**src/common/fsm_pkg.sv**
```systemverilog
// constants for the fault status and measure select register bank
package fsm_pkg;
  localparam logic [7:0] FSM_OFS_FAULT = 8'h21;
  localparam logic [7:0] FSM_OFS_OVCELL = 8'h22;
  localparam logic [7:0] FSM_OFS_UVCELL = 8'h23;
  localparam logic [7:0] FSM_OFS_PAR_A = 8'h24;
  localparam logic [7:0] FSM_OFS_PAR_B = 8'h25;
  localparam logic [7:0] FSM_OFS_MEAS = 8'h30;
  localparam int FSM_BIT_OVER = 0;
  localparam int FSM_BIT_UNDER = 1;
  localparam int FSM_BIT_CRC = 2;
  localparam int FSM_BIT_POR = 3;
  localparam int FSM_BIT_FORCE = 4;
  localparam int FSM_BIT_IFAULT = 5;
  localparam logic [7:0] FSM_FAULT_RST = 8'h00;
  localparam logic [7:0] FSM_MEAS_RST = 8'h00;
  localparam logic [7:0] FSM_MEAS_WMASK = 8'h7F;
  localparam int FSM_BIT_KEEPON = 6;
  localparam int FSM_TEMP_LSB = 4;
  localparam int FSM_BIT_AUX = 3;
  localparam logic [2:0] FSM_CELLS_MAX = 3'h5;
  // reference settling time in ns and its cycle count at 125 MHz
  localparam int FSM_SETTLE_NS = 1000;
  localparam int FSM_CLK_NS = 8;
  localparam int FSM_SETTLE_CYC = (FSM_SETTLE_NS + FSM_CLK_NS - 1) / FSM_CLK_NS;
  localparam int FSM_CONV_CYC = 8;
  typedef enum logic [2:0] {
    FSM_ST_IDLE = 3'b001,
    FSM_ST_SETTLE = 3'b010,
    FSM_ST_CONV = 3'b100
  } fsm_state_t;
endpackage

```
**src/verilog/fsm_bank.sv**
```systemverilog
// fault status and measurement control register bank
module fsm_bank
  import fsm_pkg::*;
(
  // clock and reset
  input wire logic clk,
  input wire logic rst,
  // register port from the link decoder
  input wire logic wr_en,
  input wire logic rd_en,
  input wire logic [7:0] addr,
  input wire logic [7:0] wdata,
  output logic [7:0] rdata,
  // events from the monitor core, same clock
  input wire logic consist_fail,
  input wire logic load_done,
  input wire logic crc_error,
  input wire logic [5:0] cell_over,
  input wire logic [5:0] cell_under,
  input wire logic [7:0] parity_first,
  input wire logic [3:0] parity_second,
  input wire logic conv_start,
  // converter control
  output logic conv_power,
  output logic conv_busy,
  output logic [1:0] temp_sel,
  output logic aux_sel,
  output logic [5:0] cell_mask,
  // fault pin
  output logic fault_out
);
  typedef struct packed {
    logic [7:0] fault;
    logic [5:0] over_bits;
    logic [5:0] under_bits;
    logic [7:0] meas;
    logic [7:0] rdata;
    fsm_state_t state;
    logic [7:0] cnt;
    logic [1:0] temp_lat;
    logic aux_lat;
    logic [5:0] mask_lat;
  } fsm_s_t;

  fsm_s_t s_reg, s_next;

  function automatic logic [5:0] cells_of(input logic [2:0] code);
    logic [5:0] m;
    m = 6'h01;
    if (code <= FSM_CELLS_MAX) begin
      m = 6'(({1'b0, 6'h00} | 7'h7F) >> (3'd6 - code)) & 6'h3F;
    end
    return m;
  endfunction

  logic wr_fault;
  assign wr_fault = wr_en && (addr == FSM_OFS_FAULT);

  always_comb begin
    s_next = s_reg;
    // set wins over host clear
    if (wr_fault) begin
      s_next.fault = s_reg.fault & ~(wdata & 8'h2F);
      s_next.fault[FSM_BIT_FORCE] = wdata[FSM_BIT_FORCE];
    end
    if (consist_fail) s_next.fault[FSM_BIT_IFAULT] = 1'b1;
    if (load_done) s_next.fault[FSM_BIT_POR] = 1'b1;
    if (crc_error) s_next.fault[FSM_BIT_CRC] = 1'b1;
    if (|cell_under) s_next.fault[FSM_BIT_UNDER] = 1'b1;
    if (|cell_over) s_next.fault[FSM_BIT_OVER] = 1'b1;
    s_next.over_bits = cell_over;
    s_next.under_bits = cell_under;
    if (wr_en && addr == FSM_OFS_MEAS) begin
      // top bit held zero even if the host misbehaves
      s_next.meas = wdata & FSM_MEAS_WMASK;
    end
    s_next.rdata = 8'h00;
    if (rd_en) begin
      unique case (addr)
        FSM_OFS_FAULT: s_next.rdata = s_reg.fault;
        FSM_OFS_OVCELL: s_next.rdata = {2'b00, s_reg.over_bits};
        FSM_OFS_UVCELL: s_next.rdata = {2'b00, s_reg.under_bits};
        FSM_OFS_PAR_A: s_next.rdata = parity_first;
        FSM_OFS_PAR_B: s_next.rdata = {4'h0, parity_second};
        FSM_OFS_MEAS: s_next.rdata = s_reg.meas;
        default: s_next.rdata = 8'h00;
      endcase
    end
    unique case (s_reg.state)
      FSM_ST_IDLE: begin
        if (conv_start) begin
          // selection is latched at sequence start
          s_next.temp_lat = s_reg.meas[FSM_TEMP_LSB +: 2];
          s_next.aux_lat = s_reg.meas[FSM_BIT_AUX];
          s_next.mask_lat = cells_of(s_reg.meas[2:0]);
          if (s_reg.meas[FSM_BIT_KEEPON]) begin
            s_next.state = FSM_ST_CONV;
            s_next.cnt = 8'(FSM_CONV_CYC - 1);
          end else begin
            s_next.state = FSM_ST_SETTLE;
            s_next.cnt = 8'(FSM_SETTLE_CYC - 1);
          end
        end
      end
      FSM_ST_SETTLE: begin
        if (s_reg.cnt == 8'h00) begin
          s_next.state = FSM_ST_CONV;
          s_next.cnt = 8'(FSM_CONV_CYC - 1);
        end else begin
          s_next.cnt = s_reg.cnt - 8'h01;
        end
      end
      FSM_ST_CONV: begin
        if (s_reg.cnt == 8'h00) s_next.state = FSM_ST_IDLE;
        else s_next.cnt = s_reg.cnt - 8'h01;
      end
    endcase
  end

  always_ff @(posedge clk) begin
    if (rst) begin
      s_reg.fault <= FSM_FAULT_RST;
      s_reg.over_bits <= 6'h00;
      s_reg.under_bits <= 6'h00;
      s_reg.meas <= FSM_MEAS_RST;
      s_reg.rdata <= 8'h00;
      s_reg.state <= FSM_ST_IDLE;
      s_reg.cnt <= 8'h00;
      s_reg.temp_lat <= 2'b00;
      s_reg.aux_lat <= 1'b0;
      s_reg.mask_lat <= 6'h01;
    end else begin
      s_reg <= s_next;
    end
  end

  assign rdata = s_reg.rdata;
  assign conv_power = s_reg.meas[FSM_BIT_KEEPON] || (s_reg.state != FSM_ST_IDLE);
  assign conv_busy = (s_reg.state == FSM_ST_CONV);
  assign temp_sel = s_reg.temp_lat;
  assign aux_sel = s_reg.aux_lat;
  assign cell_mask = s_reg.mask_lat;
  assign fault_out = |(s_reg.fault & 8'h3F);

  property p_force;
    @(posedge clk) disable iff (rst)
      wr_fault |=> (s_reg.fault[FSM_BIT_FORCE] == $past(wdata[FSM_BIT_FORCE]))
        && (fault_out || !s_reg.fault[FSM_BIT_FORCE]);
  endproperty
  a_force: assert property (p_force) else $error("force set but fault idle");

  property p_clear;
    @(posedge clk) disable iff (rst)
      (wr_fault && wdata[FSM_BIT_CRC] && !crc_error) |=> !s_reg.fault[FSM_BIT_CRC];
  endproperty
  a_clear: assert property (p_clear) else $error("crc flag not cleared");

  property p_sticky;
    @(posedge clk) disable iff (rst)
      (s_reg.fault[FSM_BIT_POR] && !(wr_fault && wdata[FSM_BIT_POR])) |=> s_reg.fault[FSM_BIT_POR];
  endproperty
  a_sticky: assert property (p_sticky) else $error("power-on flag lost");

  property p_ifault;
    @(posedge clk) disable iff (rst) consist_fail |=> s_reg.fault[FSM_BIT_IFAULT];
  endproperty
  a_ifault: assert property (p_ifault) else $error("consistency flag not set");

  property p_crc;
    @(posedge clk) disable iff (rst) crc_error |=> s_reg.fault[FSM_BIT_CRC];
  endproperty
  a_crc: assert property (p_crc) else $error("crc flag not set");

  property p_under;
    @(posedge clk) disable iff (rst)
      (|cell_under) |=> s_reg.fault[FSM_BIT_UNDER] && s_reg.under_bits == $past(cell_under);
  endproperty
  a_under: assert property (p_under) else $error("undervoltage not reported");

  property p_over;
    @(posedge clk) disable iff (rst)
      (|cell_over) |=> s_reg.fault[FSM_BIT_OVER] && s_reg.over_bits == $past(cell_over);
  endproperty
  a_over: assert property (p_over) else $error("overvoltage not reported");

  property p_parb;
    @(posedge clk) disable iff (rst) (rd_en && addr == FSM_OFS_PAR_B) |=> rdata[7:4] == 4'h0;
  endproperty
  a_parb: assert property (p_parb) else $error("parity upper bits nonzero");

  property p_auto_off;
    @(posedge clk) disable iff (rst)
      (s_reg.state == FSM_ST_IDLE && !s_reg.meas[FSM_BIT_KEEPON]) |-> !conv_power;
  endproperty
  a_auto_off: assert property (p_auto_off) else $error("converter on while idle");

  property p_cells;
    @(posedge clk) disable iff (rst)
      (s_reg.state == FSM_ST_IDLE && conv_start && s_reg.meas[2:0] > 3'h5) |=> cell_mask == 6'h01;
  endproperty
  a_cells: assert property (p_cells) else $error("illegal code not cell 1");

  property p_por;
    @(posedge clk) disable iff (rst) load_done |=> s_reg.fault[FSM_BIT_POR];
  endproperty
  a_por: assert property (p_por) else $error("power-on flag not set");

  property p_clr_over;
    @(posedge clk) disable iff (rst)
      (wr_fault && wdata[FSM_BIT_OVER] && !(|cell_over)) |=> !s_reg.fault[FSM_BIT_OVER];
  endproperty
  a_clr_over: assert property (p_clr_over) else $error("overvoltage flag not cleared");

  property p_clr_under;
    @(posedge clk) disable iff (rst)
      (wr_fault && wdata[FSM_BIT_UNDER] && !(|cell_under)) |=> !s_reg.fault[FSM_BIT_UNDER];
  endproperty
  a_clr_under: assert property (p_clr_under) else $error("undervoltage flag not cleared");

  property p_clr_por;
    @(posedge clk) disable iff (rst)
      (wr_fault && wdata[FSM_BIT_POR] && !load_done) |=> !s_reg.fault[FSM_BIT_POR];
  endproperty
  a_clr_por: assert property (p_clr_por) else $error("power-on flag not cleared");

  property p_clr_ifault;
    @(posedge clk) disable iff (rst)
      (wr_fault && wdata[FSM_BIT_IFAULT] && !consist_fail) |=> !s_reg.fault[FSM_BIT_IFAULT];
  endproperty
  a_clr_ifault: assert property (p_clr_ifault) else $error("consistency flag not cleared");

  property p_over_sticky;
    @(posedge clk) disable iff (rst)
      (s_reg.fault[FSM_BIT_OVER] && !(wr_fault && wdata[FSM_BIT_OVER])) |=> s_reg.fault[FSM_BIT_OVER];
  endproperty
  a_over_sticky: assert property (p_over_sticky) else $error("overvoltage flag lost");

  property p_pin_event;
    @(posedge clk) disable iff (rst) (crc_error || consist_fail || load_done) |=> fault_out;
  endproperty
  a_pin_event: assert property (p_pin_event) else $error("fault pin idle after event");

  property p_wr_meas;
    @(posedge clk) disable iff (rst)
      (wr_en && addr == FSM_OFS_MEAS) |=> s_reg.meas[6:0] == $past(wdata[6:0]) && !s_reg.meas[7];
  endproperty
  a_wr_meas: assert property (p_wr_meas) else $error("measure control write wrong");

  property p_settle;
    @(posedge clk) disable iff (rst)
      (s_reg.state == FSM_ST_IDLE && conv_start && !s_reg.meas[FSM_BIT_KEEPON]) |=> conv_power && !conv_busy;
  endproperty
  a_settle: assert property (p_settle) else $error("auto mode did not power up to settle");

  // auto mode: the settling wait always comes before the fixed conversion window
  property p_settle_len;
    @(posedge clk) disable iff (rst)
      (s_reg.state == FSM_ST_IDLE && conv_start && !s_reg.meas[FSM_BIT_KEEPON])
        |=> !conv_busy ##125 conv_busy [*8] ##1 !conv_busy;
  endproperty
  a_settle_len: assert property (p_settle_len) else $error("auto mode sequence timing wrong");

  property p_conv_len;
    @(posedge clk) disable iff (rst)
      (s_reg.state == FSM_ST_IDLE && conv_start && s_reg.meas[FSM_BIT_KEEPON]) |=> conv_busy [*8] ##1 !conv_busy;
  endproperty
  a_conv_len: assert property (p_conv_len) else $error("keep-on conversion timing wrong");

  // host may rewrite keep-on mid-conversion, so cycles with such a write are skipped
  property p_keepon;
    @(posedge clk) disable iff (rst)
      (s_reg.meas[FSM_BIT_KEEPON] && s_reg.state == FSM_ST_CONV && s_reg.cnt == 8'h00
        && !(wr_en && addr == FSM_OFS_MEAS)) |=> conv_power;
  endproperty
  a_keepon: assert property (p_keepon) else $error("keep-on converter powered down");

  property p_temp;
    @(posedge clk) disable iff (rst)
      (s_reg.state == FSM_ST_IDLE && conv_start) |=> temp_sel == $past(s_reg.meas[FSM_TEMP_LSB +: 2]);
  endproperty
  a_temp: assert property (p_temp) else $error("temperature selection not latched");

  property p_aux;
    @(posedge clk) disable iff (rst)
      (s_reg.state == FSM_ST_IDLE && conv_start) |=> aux_sel == $past(s_reg.meas[FSM_BIT_AUX]);
  endproperty
  a_aux: assert property (p_aux) else $error("aux input selection not latched");

  property p_mask;
    @(posedge clk) disable iff (rst)
      (s_reg.state == FSM_ST_IDLE && conv_start && s_reg.meas[2:0] <= FSM_CELLS_MAX)
        |=> $onehot({1'b0, cell_mask} + 7'h01) && $countones(cell_mask) == $past(s_reg.meas[2:0]) + 1;
  endproperty
  a_mask: assert property (p_mask) else $error("cell mask does not match code");

  property p_rd_fault;
    @(posedge clk) disable iff (rst)
      (rd_en && addr == FSM_OFS_FAULT) |=> rdata == $past(s_reg.fault);
  endproperty
  a_rd_fault: assert property (p_rd_fault) else $error("fault register read wrong");

  property p_para;
    @(posedge clk) disable iff (rst)
      (rd_en && addr == FSM_OFS_PAR_A) |=> rdata == $past(parity_first);
  endproperty
  a_para: assert property (p_para) else $error("first parity register read wrong");
endmodule // fsm_bank

```
**config.mk**
```make
export PLATFORM = sky130hd
export DESIGN_NAME = fsm_bank
export DESIGN_NICKNAME = d
export VERILOG_FILES = /design/src/common/fsm_pkg.sv /design/src/verilog/fsm_bank.sv
export SDC_FILE = /design/constraint.sdc
export NUM_CORES = 1
export LEC_CHECK = 0
export BUFFER_PORTS_ARGS = -buffer_cell sky130_fd_sc_hd__buf_4
export CAP_MARGIN = 20
export CORE_AREA = 8 8 87 89
export DETAILED_ROUTE_END_ITERATION = 10
export DIE_AREA = 0 0 95 97
export PLACE_DENSITY = 0.68
export SLEW_MARGIN = 20
export SYNTH_ARGS = -nofsm -noshare
export SYNTH_HDL_FRONTEND = slang
export SYNTH_SLANG_ARGS = --single-unit
```
**constraint.sdc**
```tcl
create_clock -name clk -period 4.26 [get_ports clk]
set_input_delay 1.065 -clock clk [delete_from_list [all_inputs] [get_ports clk]]
set_output_delay 1.065 -clock clk [all_outputs]
set_load 0.02 [all_outputs]
```
==> results.cfg, run 1 <==
[clock_tree]
cts_buffers = 5
htreeDepth = 2
clock_sinks = 53
post_cts_buffers = 0
clock_latency_ns = 0.30
clockBufferDepth = 2
cts_root_buffer = clkbuf_8
post_cts_resized = 0
cts.hold.buffers_added = 0
clk_pin_slew_ns = 0.10
tritoncts = yes

[sta]
drv_slew = 0
tns_ns = 0
setup_ws_ns = 1.572
relSlewSlack_pct = 49.54
max_freq_ghz = 0.3720
skew_ns = 0.009986
rsz0062_at_grt = no
period_share_pct = 63.10
finalCriticalPeriod_ns = 2.688
setup_violations = 0
hold_violations = 0
tightest_slew_ns = 0.7500

[global_routing]
use_met1_pct = 18.03
grt_overflow = 0
grt_max_degree = 52
grt_use_total_pct = 14.33
busiest_layer = met2
grt_pass1_vias = 2315
grt_antenna_before_repair = 0
met2_usage_pct = 23.45
grt_pass1_wl_um = 10840
grt_use_met3_pct = 3.323

[critical_path]
worst_setup_path_end_kind = primary output
r2r_setup_slack_ns = 1.98
r2r_cells = 7
rr_endpoint = s_reg[14]
cp.required_ns = 3.19
cp-endpoint = conv_busy
worstSetupPathType = register to primary output
reg2reg_from = s_reg[9]
cp-start-kind = register
cp.arrival_ns = 1.62
cp_max_fo = 11
startpoint = s_reg[19]

[place]
pre_cts_slack_ns = 1.341
port_buffers = 66
dp_hpwl_um = 5136
routabilityCongestion = 0.8671

[floorplanning]
die_area_mm2 = 0.009215
row_count = 29
start_util_pct = 43.76
num_io_pins = 68
core_mm2 = 0.006205
die_width_um = 95
die_y_um = 97

[detailed_routing]
drcViolationCount = 0
viasPerCell = 5.435
drt_wl_total_um = 6688
wl_per_cell_um = 15.23
antenna_left = 0
via_count = 2386
drt-initial-drc-count = 112
drt_first_pass_iters = 4

[cells_and_area]
fillers = 605
antenna_cells = 0
layout_common_cells = buf_4, dfxtp_1, nand2_1, a21oi_1, nor2_1
final_common_cell = buf_4
utilization_pct = 51.91
area_growth_pct = 18.62
largest_reg_flops = 36
drive_gt1_share_pct = 26.24
fin_nets = 415

[job]
max_cap_viol_count = 0

[synth]
yosys.area_share.adder_pct = 2.765
synth_nets = 376
yosys_most_used_dff = dfxtp_1
synth_area_per_cell_um2 = 8.432
async_reset_ff_share_pct = 0
synth_xor_area_share_pct = 0.9677
synth_mux_area_share_pct = 4.747
yosys-top-cells-area = dfxtp_1, a21oi_1, nand2_1
syn_inst = 322
ys_ff_latch = 53
synthesis.area_mm2 = 0.002715
yosysWarnings = 0
synth_compound_area_share_pct = 18.62
synth_seq_area_share_pct = 39.08
ys_types = 48
yosysTopAreaCell = dfxtp_1
synth_top_family_by_area = simple AND/OR/NAND/NOR gates
synth-edff-count = 0
synth_top_area_share_pct = 39.08
yosys.area_share.simple_pct = 25.30

[min_path]
hp-class = register to register

[status]
status = finished, final reports clean

[pwr]
power_density_mw_per_mm2 = 323.0
power_leakage_nw = 1.270
ir_drop_v = 0.0001859
per-layer routing:
metal / vias up / part of all wire (%)
met5: - / 0
met4: 0 / 1.3
met3: 9 / 5.7
met2: 63 / 49
met1: 1116 / 44
li1: 1198 / -
cell usage after synthesis, types with 2 or more instances:
cell,count
nand3_1,14
o21ai_0,6
dfxtp_1,53
mux2_2,7
nor3b_1,3
nor2_1,28
mux2i_1,5
a21oi_1,29
a221oi_1,2
a22o_1,4
nand2_1,35
or3_1,2
buf_4,16
o21bai_1,2
or2_2,4
o22ai_1,5
buf_1,3
or3b_2,2
o22a_2,3
buf_2,5
nor4b_1,2
ha_1,6
nor3_1,6
nor2b_1,14
xnor2_1,2
a2111oi_2,2
inv_1,8
a211oi_1,3
nand2b_1,10
a22oi_1,10
o31ai_1,4
nor4_1,2
clkbuf_1,9
or4_1,2
stage by stage:
step | cells | power (mW) | hold WS (ns) | area, µm²
final | 439 | 1.040 | 0.4675 | 3221
after global routing | 439 | 1.083 | 0.4993 | 3221
after CTS | 439 | 1.046 | 0.4750 | 3221
after detailed placement | 431 | 0.7053 | 0.4599 | 3105
after global placement | 431 | 0.7027 | 0.4448 | 3105
after floorplan | 322 | 0.6434 | 0.4367 | 2715
worst max-delay path: stages, from the launching register on:
cell and delay, ns:
dfxtp_1 0.55, or3b_2 0.52, inv_1 0.10, buf_4 0.14
cells by family (layout without fill, tap and decap cells):
group	after synthesis	after routing
and+or+nand+nor	131	131
adders and majority gates	6	6
muxes	12	12
AOI/OAI and AO/OA	75	75
xor gates and xnor gates	3	3
buffers and inverters	42	82
DFF	53	53
where the power goes:
part	switching, mW	internal, mW	total (mW)	leakage [nW]
clock network	0.169	0.176	0.345	0.0543
logic	0.0838	0.0774	0.161	0.782
registers	0.0196	0.514	0.534	0.434
total	0.273	0.768	1.04	1.27
worst min-delay path by stage:
stage / startpoint / to / slack [ns] / depth (start not counted)
2_1_floorplan: cell_mask[3] / cell_mask[3] / 0.44 / 2
3_5_place_dp: aux_sel / aux_sel / 0.46 / 2
3_3_place_gp: temp_sel[0] / temp_sel[0] / 0.44 / 2
6_report: cell_mask[3] / cell_mask[3] / 0.47 / 2
4_1_cts: cell_mask[4] / cell_mask[4] / 0.47 / 2
5_1_grt: s_reg[33] / rdata[5] / 0.50 / 2
area by class of cell:
type	instances	area [µm²]	share of cell area, %
clock buffers	5	68.82	2.137
inverters	8	30.03	0.9324
well taps	77	96.34	2.991
clock inverters	3	46.29	1.437
repair buffers	66	495.5	15.38
flip-flops and latches	53	1061	32.94
multi-input cells	227	1423	44.17
(Power assumes the default switching activity.)
==> run 2: changes to the inputs <==
==> constraint.sdc (replaced) <==
create_clock -name clk -period 2.6 [get_ports clk]
set_input_delay 0.65 -clock clk [delete_from_list [all_inputs] [get_ports clk]]
set_output_delay 0.65 -clock clk [all_outputs]
set_load 0.02 [all_outputs]
==> results.cfg, run 2 (synthesis results as in run 1) <==
[critical_path]
worst_path_largest_cell_delay_ns = 0.55
critPathTopFamily = flip-flops
cp-start-kind = register
slowest_stage = dfxtp_1
critical_path.n_buffers_inverters = 2
cp.arrival_ns = 1.62
cp.required_ns = 1.95
worst_setup_path_end_kind = primary output
worstPathCellList = or3b_2, inv_1, buf_4
cp_max_fo = 11
worstSetupPathType = register to primary output

[sta]
hold_violations = 0
whs_ns = 0.4576
setup_violations = 0
relSlewSlack_pct = 60.68
period_share_pct = 87.48
tns_ns = 0
drv_slew = 0
skew_ns = 0.01055
max_freq_ghz = 0.4396
finalCriticalPeriod_ns = 2.275
rsz0062_at_grt = no
tightest_slew_ns = 0.5862

[detailed_routing]
drt-initial-drc-count = 162
drcViolationCount = 0
wl_per_cell_um = 14.76
drt_first_pass_iters = 4
viasPerCell = 5.315
via_count = 2365
antenna_left = 0
drt_wl_total_um = 6570

[global_routing]
grt_pass1_vias = 2281
grt_pass1_wl_um = 10890
grt_antenna_before_repair = 0
grt_max_degree = 37
grt_overflow = 0
grt_use_total_pct = 14.46

[clock_tree]
clockBufferDepth = 2
post_cts_resized = 0
post_cts_buffers = 0
tritoncts = yes
cts_root_buffer = clkbuf_8
clock_latency_ns = 0.30
cts.hold.buffers_added = 0
clk_pin_slew_ns = 0.09
htreeDepth = 2
clock_sinks = 53
cts_buffers = 5

[place]
routabilityCongestion = 0.8595
port_buffers = 66
dp_hpwl_um = 5092
dp_cells = 437

[cells_and_area]
layout_common_cells = buf_4, dfxtp_1, nand2_1, a21oi_1, nor2_1
final_common_cell = buf_4
largest_reg_flops = 36
fin_nets = 421
drive_gt1_share_pct = 27.45
fillers = 598
final_cells = 445
antenna_cells = 0
area_growth_pct = 20.97

[pwr]
ir_drop_v = 0.0002952
finalPower_mw = 1.785
power_density_mw_per_mm2 = 543.5
power_leakage_nw = 1.316

[job]
max_cap_viol_count = 0

[floorplanning]
die_width_um = 95
start_util_pct = 43.76
die_area_mm2 = 0.009215
row_count = 29
num_io_pins = 68
core_mm2 = 0.006205
die_y_um = 97

[min_path]
hp-class = register to register

[status]
status = finished, final reports clean
run 2: path summary, 6_finish.rpt:
| path | slack (ns) | cells past startpoint | endpoint | startpoint |
|---|---|---|---|---|
| min reg2reg | 0.46 | 2 | temp_sel[1] | temp_sel[1] |
| min | 0.46 | 2 | temp_sel[1] | temp_sel[1] |
| max | 0.33 | 3 | conv_busy | s_reg[19] |
| max reg2reg | 0.39 | 7 | s_reg[14] | s_reg[9] |
run 2: worst register-to-register path, delay by kind of cell, from the launching register on:
kind                       cells  cell delay (ns)
and+or+nand+nor                3             0.91
adders and majority gates      1             0.15
AOI/OAI and AO/OA              2             0.61
buffers and inverters          1             0.09
DFF                            1             0.36
run 2: routing by layer:
layer	up-vias	share of wire (%)	track usage [%]
met3	6	5.8	3.787
met1	1100	45	19.00
met4	0	0.90	2.885
met5	-	0	0
li1	1210	-	-
met2	49	49	23.02
run 2: layout make-up:
| cell class | count | area (µm²) | share of cell area, % |
|---|---|---|---|
| Multi-Input combinational cell | 227 | 1423 | 43.31 |
| Sequential cell | 53 | 1061 | 32.30 |
| Timing Repair Buffer | 72 | 540.5 | 16.46 |
| Tap cell | 77 | 96.34 | 2.933 |
| Clock buffer | 5 | 68.82 | 2.095 |
| Clock inverter | 3 | 65.06 | 1.981 |
| Inverter | 8 | 30.03 | 0.9143 |
run 2: stage by stage:
step | worst slack (ns) | cell area (µm²) | util (%)
floorplan | 0.3351 | 2715 | -
global placement | 0.3086 | 3151 | 50.78
detailed placement | 0.2920 | 3151 | 50.78
CTS | 0.3281 | 3284 | 52.93
global route | 0.1841 | 3284 | 52.93
finish | 0.3254 | 3284 | 52.93
run 2: power by group:
part           internal, mW  leakage [nW]  switching (mW)
sequential            0.842         0.434          0.0313
clock                 0.382        0.0681           0.260
combinational         0.132         0.813           0.137
total                  1.36          1.32           0.429
==> run 3: changes to the inputs <==
--- a/config.mk
+++ b/config.mk
@@ -10,7 +10,7 @@
 export CORE_AREA = 8 8 87 89
 export DETAILED_ROUTE_END_ITERATION = 10
 export DIE_AREA = 0 0 95 97
-export PLACE_DENSITY = 0.68
+export PLACE_DENSITY_LB_ADDON = 0.3
 export SLEW_MARGIN = 20
 export SYNTH_ARGS = -nofsm -noshare
 export SYNTH_HDL_FRONTEND = slang
==> results.cfg, run 3 (synthesis results as in run 1) <==
[sta]
finalCriticalPeriod_ns = 2.271
tightest_slew_ns = 0.5767
relSlewSlack_pct = 61.32
tns_ns = 0
skew_ns = 0.01156
whs_ns = 0.4575
setup_violations = 0
rsz0062_at_grt = no
max_freq_ghz = 0.4403
hold_violations = 0
period_share_pct = 87.35
drv_slew = 0

[critical_path]
r2r_setup_slack_ns = 0.36
worst_path_largest_cell_delay_ns = 0.55
cp_max_fo = 11
worstSetupPathType = register to primary output
reg2reg_from = s_reg[9]
slowest_stage = dfxtp_1
worstPathCellList = or3b_2, inv_1, buf_4
r2r_cells = 7
cp.required_ns = 1.95
cp-start-kind = register
cp.arrival_ns = 1.62
rr_endpoint = s_reg[14]
worst_setup_path_end_kind = primary output

[detailed_routing]
drcViolationCount = 0
drt-initial-drc-count = 120
viasPerCell = 5.342
drt_first_pass_iters = 4
via_count = 2377
antenna_left = 0
drt_wl_total_um = 6499
wl_per_cell_um = 14.60

[global_routing]
grt_overflow = 0
grt_pass1_vias = 2273
grt_max_degree = 38
grt_pass1_wl_um = 10380
grt_antenna_before_repair = 0
grt_use_total_pct = 13.76

[cells_and_area]
layout_common_cells = buf_4, dfxtp_1, nand2_1, a21oi_1, nor2_1
fin_nets = 421
antenna_cells = 0
drive_gt1_share_pct = 27.45
area_growth_pct = 19.40
final_common_cell = buf_4
largest_reg_flops = 36

[clock_tree]
tritoncts = yes
post_cts_resized = 0
clock_sinks = 53
htreeDepth = 2
post_cts_buffers = 0
cts_buffers = 5
clock_latency_ns = 0.30
cts.hold.buffers_added = 0
cts_root_buffer = clkbuf_8
clockBufferDepth = 2
clk_pin_slew_ns = 0.10

[floorplanning]
row_count = 29
core_mm2 = 0.006205
start_util_pct = 43.76
die_y_um = 97
die_width_um = 95
die_area_mm2 = 0.009215
num_io_pins = 68

[min_path]
whs_path_depth = 2
hold_end = temp_sel[1]
hp-start = temp_sel[1]
hp-class = register to register

[place]
routabilityCongestion = 0.8603
dp_hpwl_um = 5089
port_buffers = 66

[job]
max_cap_viol_count = 0

[pwr]
power_leakage_nw = 1.284
power_density_mw_per_mm2 = 495.1
ir_drop_v = 0.0002542

[status]
status = finished, final reports clean
==> run 3: how the worst max path moves through the flow <==
stage,from,to,slack [ns],cells after the start
after floorplan,addr[7],s_reg[48],0.34,6
after global placement,addr[7],s_reg[49],0.29,6
after detailed placement,addr[7],s_reg[49],0.28,6
after CTS,s_reg[19],conv_busy,0.33,3
after global routing,s_reg[9],s_reg[14],0.09,7
final,s_reg[19],conv_busy,0.33,3
==> run 3: metal layers <==
metal | GRT usage, % | up-vias | share of wire [%] | wire [µm]
met1 | 17.60 | 1115 | 46 | 2972
met3 | 3.323 | 7 | 6.0 | 387
met2 | 22.43 | 49 | 48 | 3091
li1 | - | 1206 | - | -
met5 | 0 | - | 0 | 0
met4 | 3.245 | 0 | 0.72 | 47
==> run 3: final cells by class <==
| cell class | instances | area, µm² |
|---|---|---|
| multi-input combinational | 227 | 1423 |
| sequential | 53 | 1061 |
| tap | 77 | 96.34 |
| fill | 619 | 2963 |
| inverter | 8 | 30.03 |
| clock inverter | 3 | 22.52 |
| timing repair buffer | 72 | 540.5 |
| clock buffer | 5 | 68.82 |
==> run 3: power by group <==
part / internal (mW) / switching, mW
Clock: 0.189 / 0.273
Combinational: 0.132 / 0.137
Sequential: 0.842 / 0.0309
Total: 1.16 / 0.441
==> run 3: through the flow <==
stage	total power [mW]	util [%]	setup WS [ns]	cell area, µm²	std cells
after global placement	1.157	50.78	0.2940	3151	437
after global routing	1.681	52.25	0.09475	3242	445
final	1.605	52.25	0.3289	3242	445
after detailed placement	1.161	50.78	0.2754	3151	437
after floorplan	1.054	-	0.3351	2715	322
after CTS	1.625	52.25	0.3282	3242	445
==> run 3: critical path, delay by kind of cell, from the launching register on <==
family                 cells  cell delay, ns
buffers and inverters      2            0.26
DFF                        1            0.55
and+or+nand+nor            1            0.52
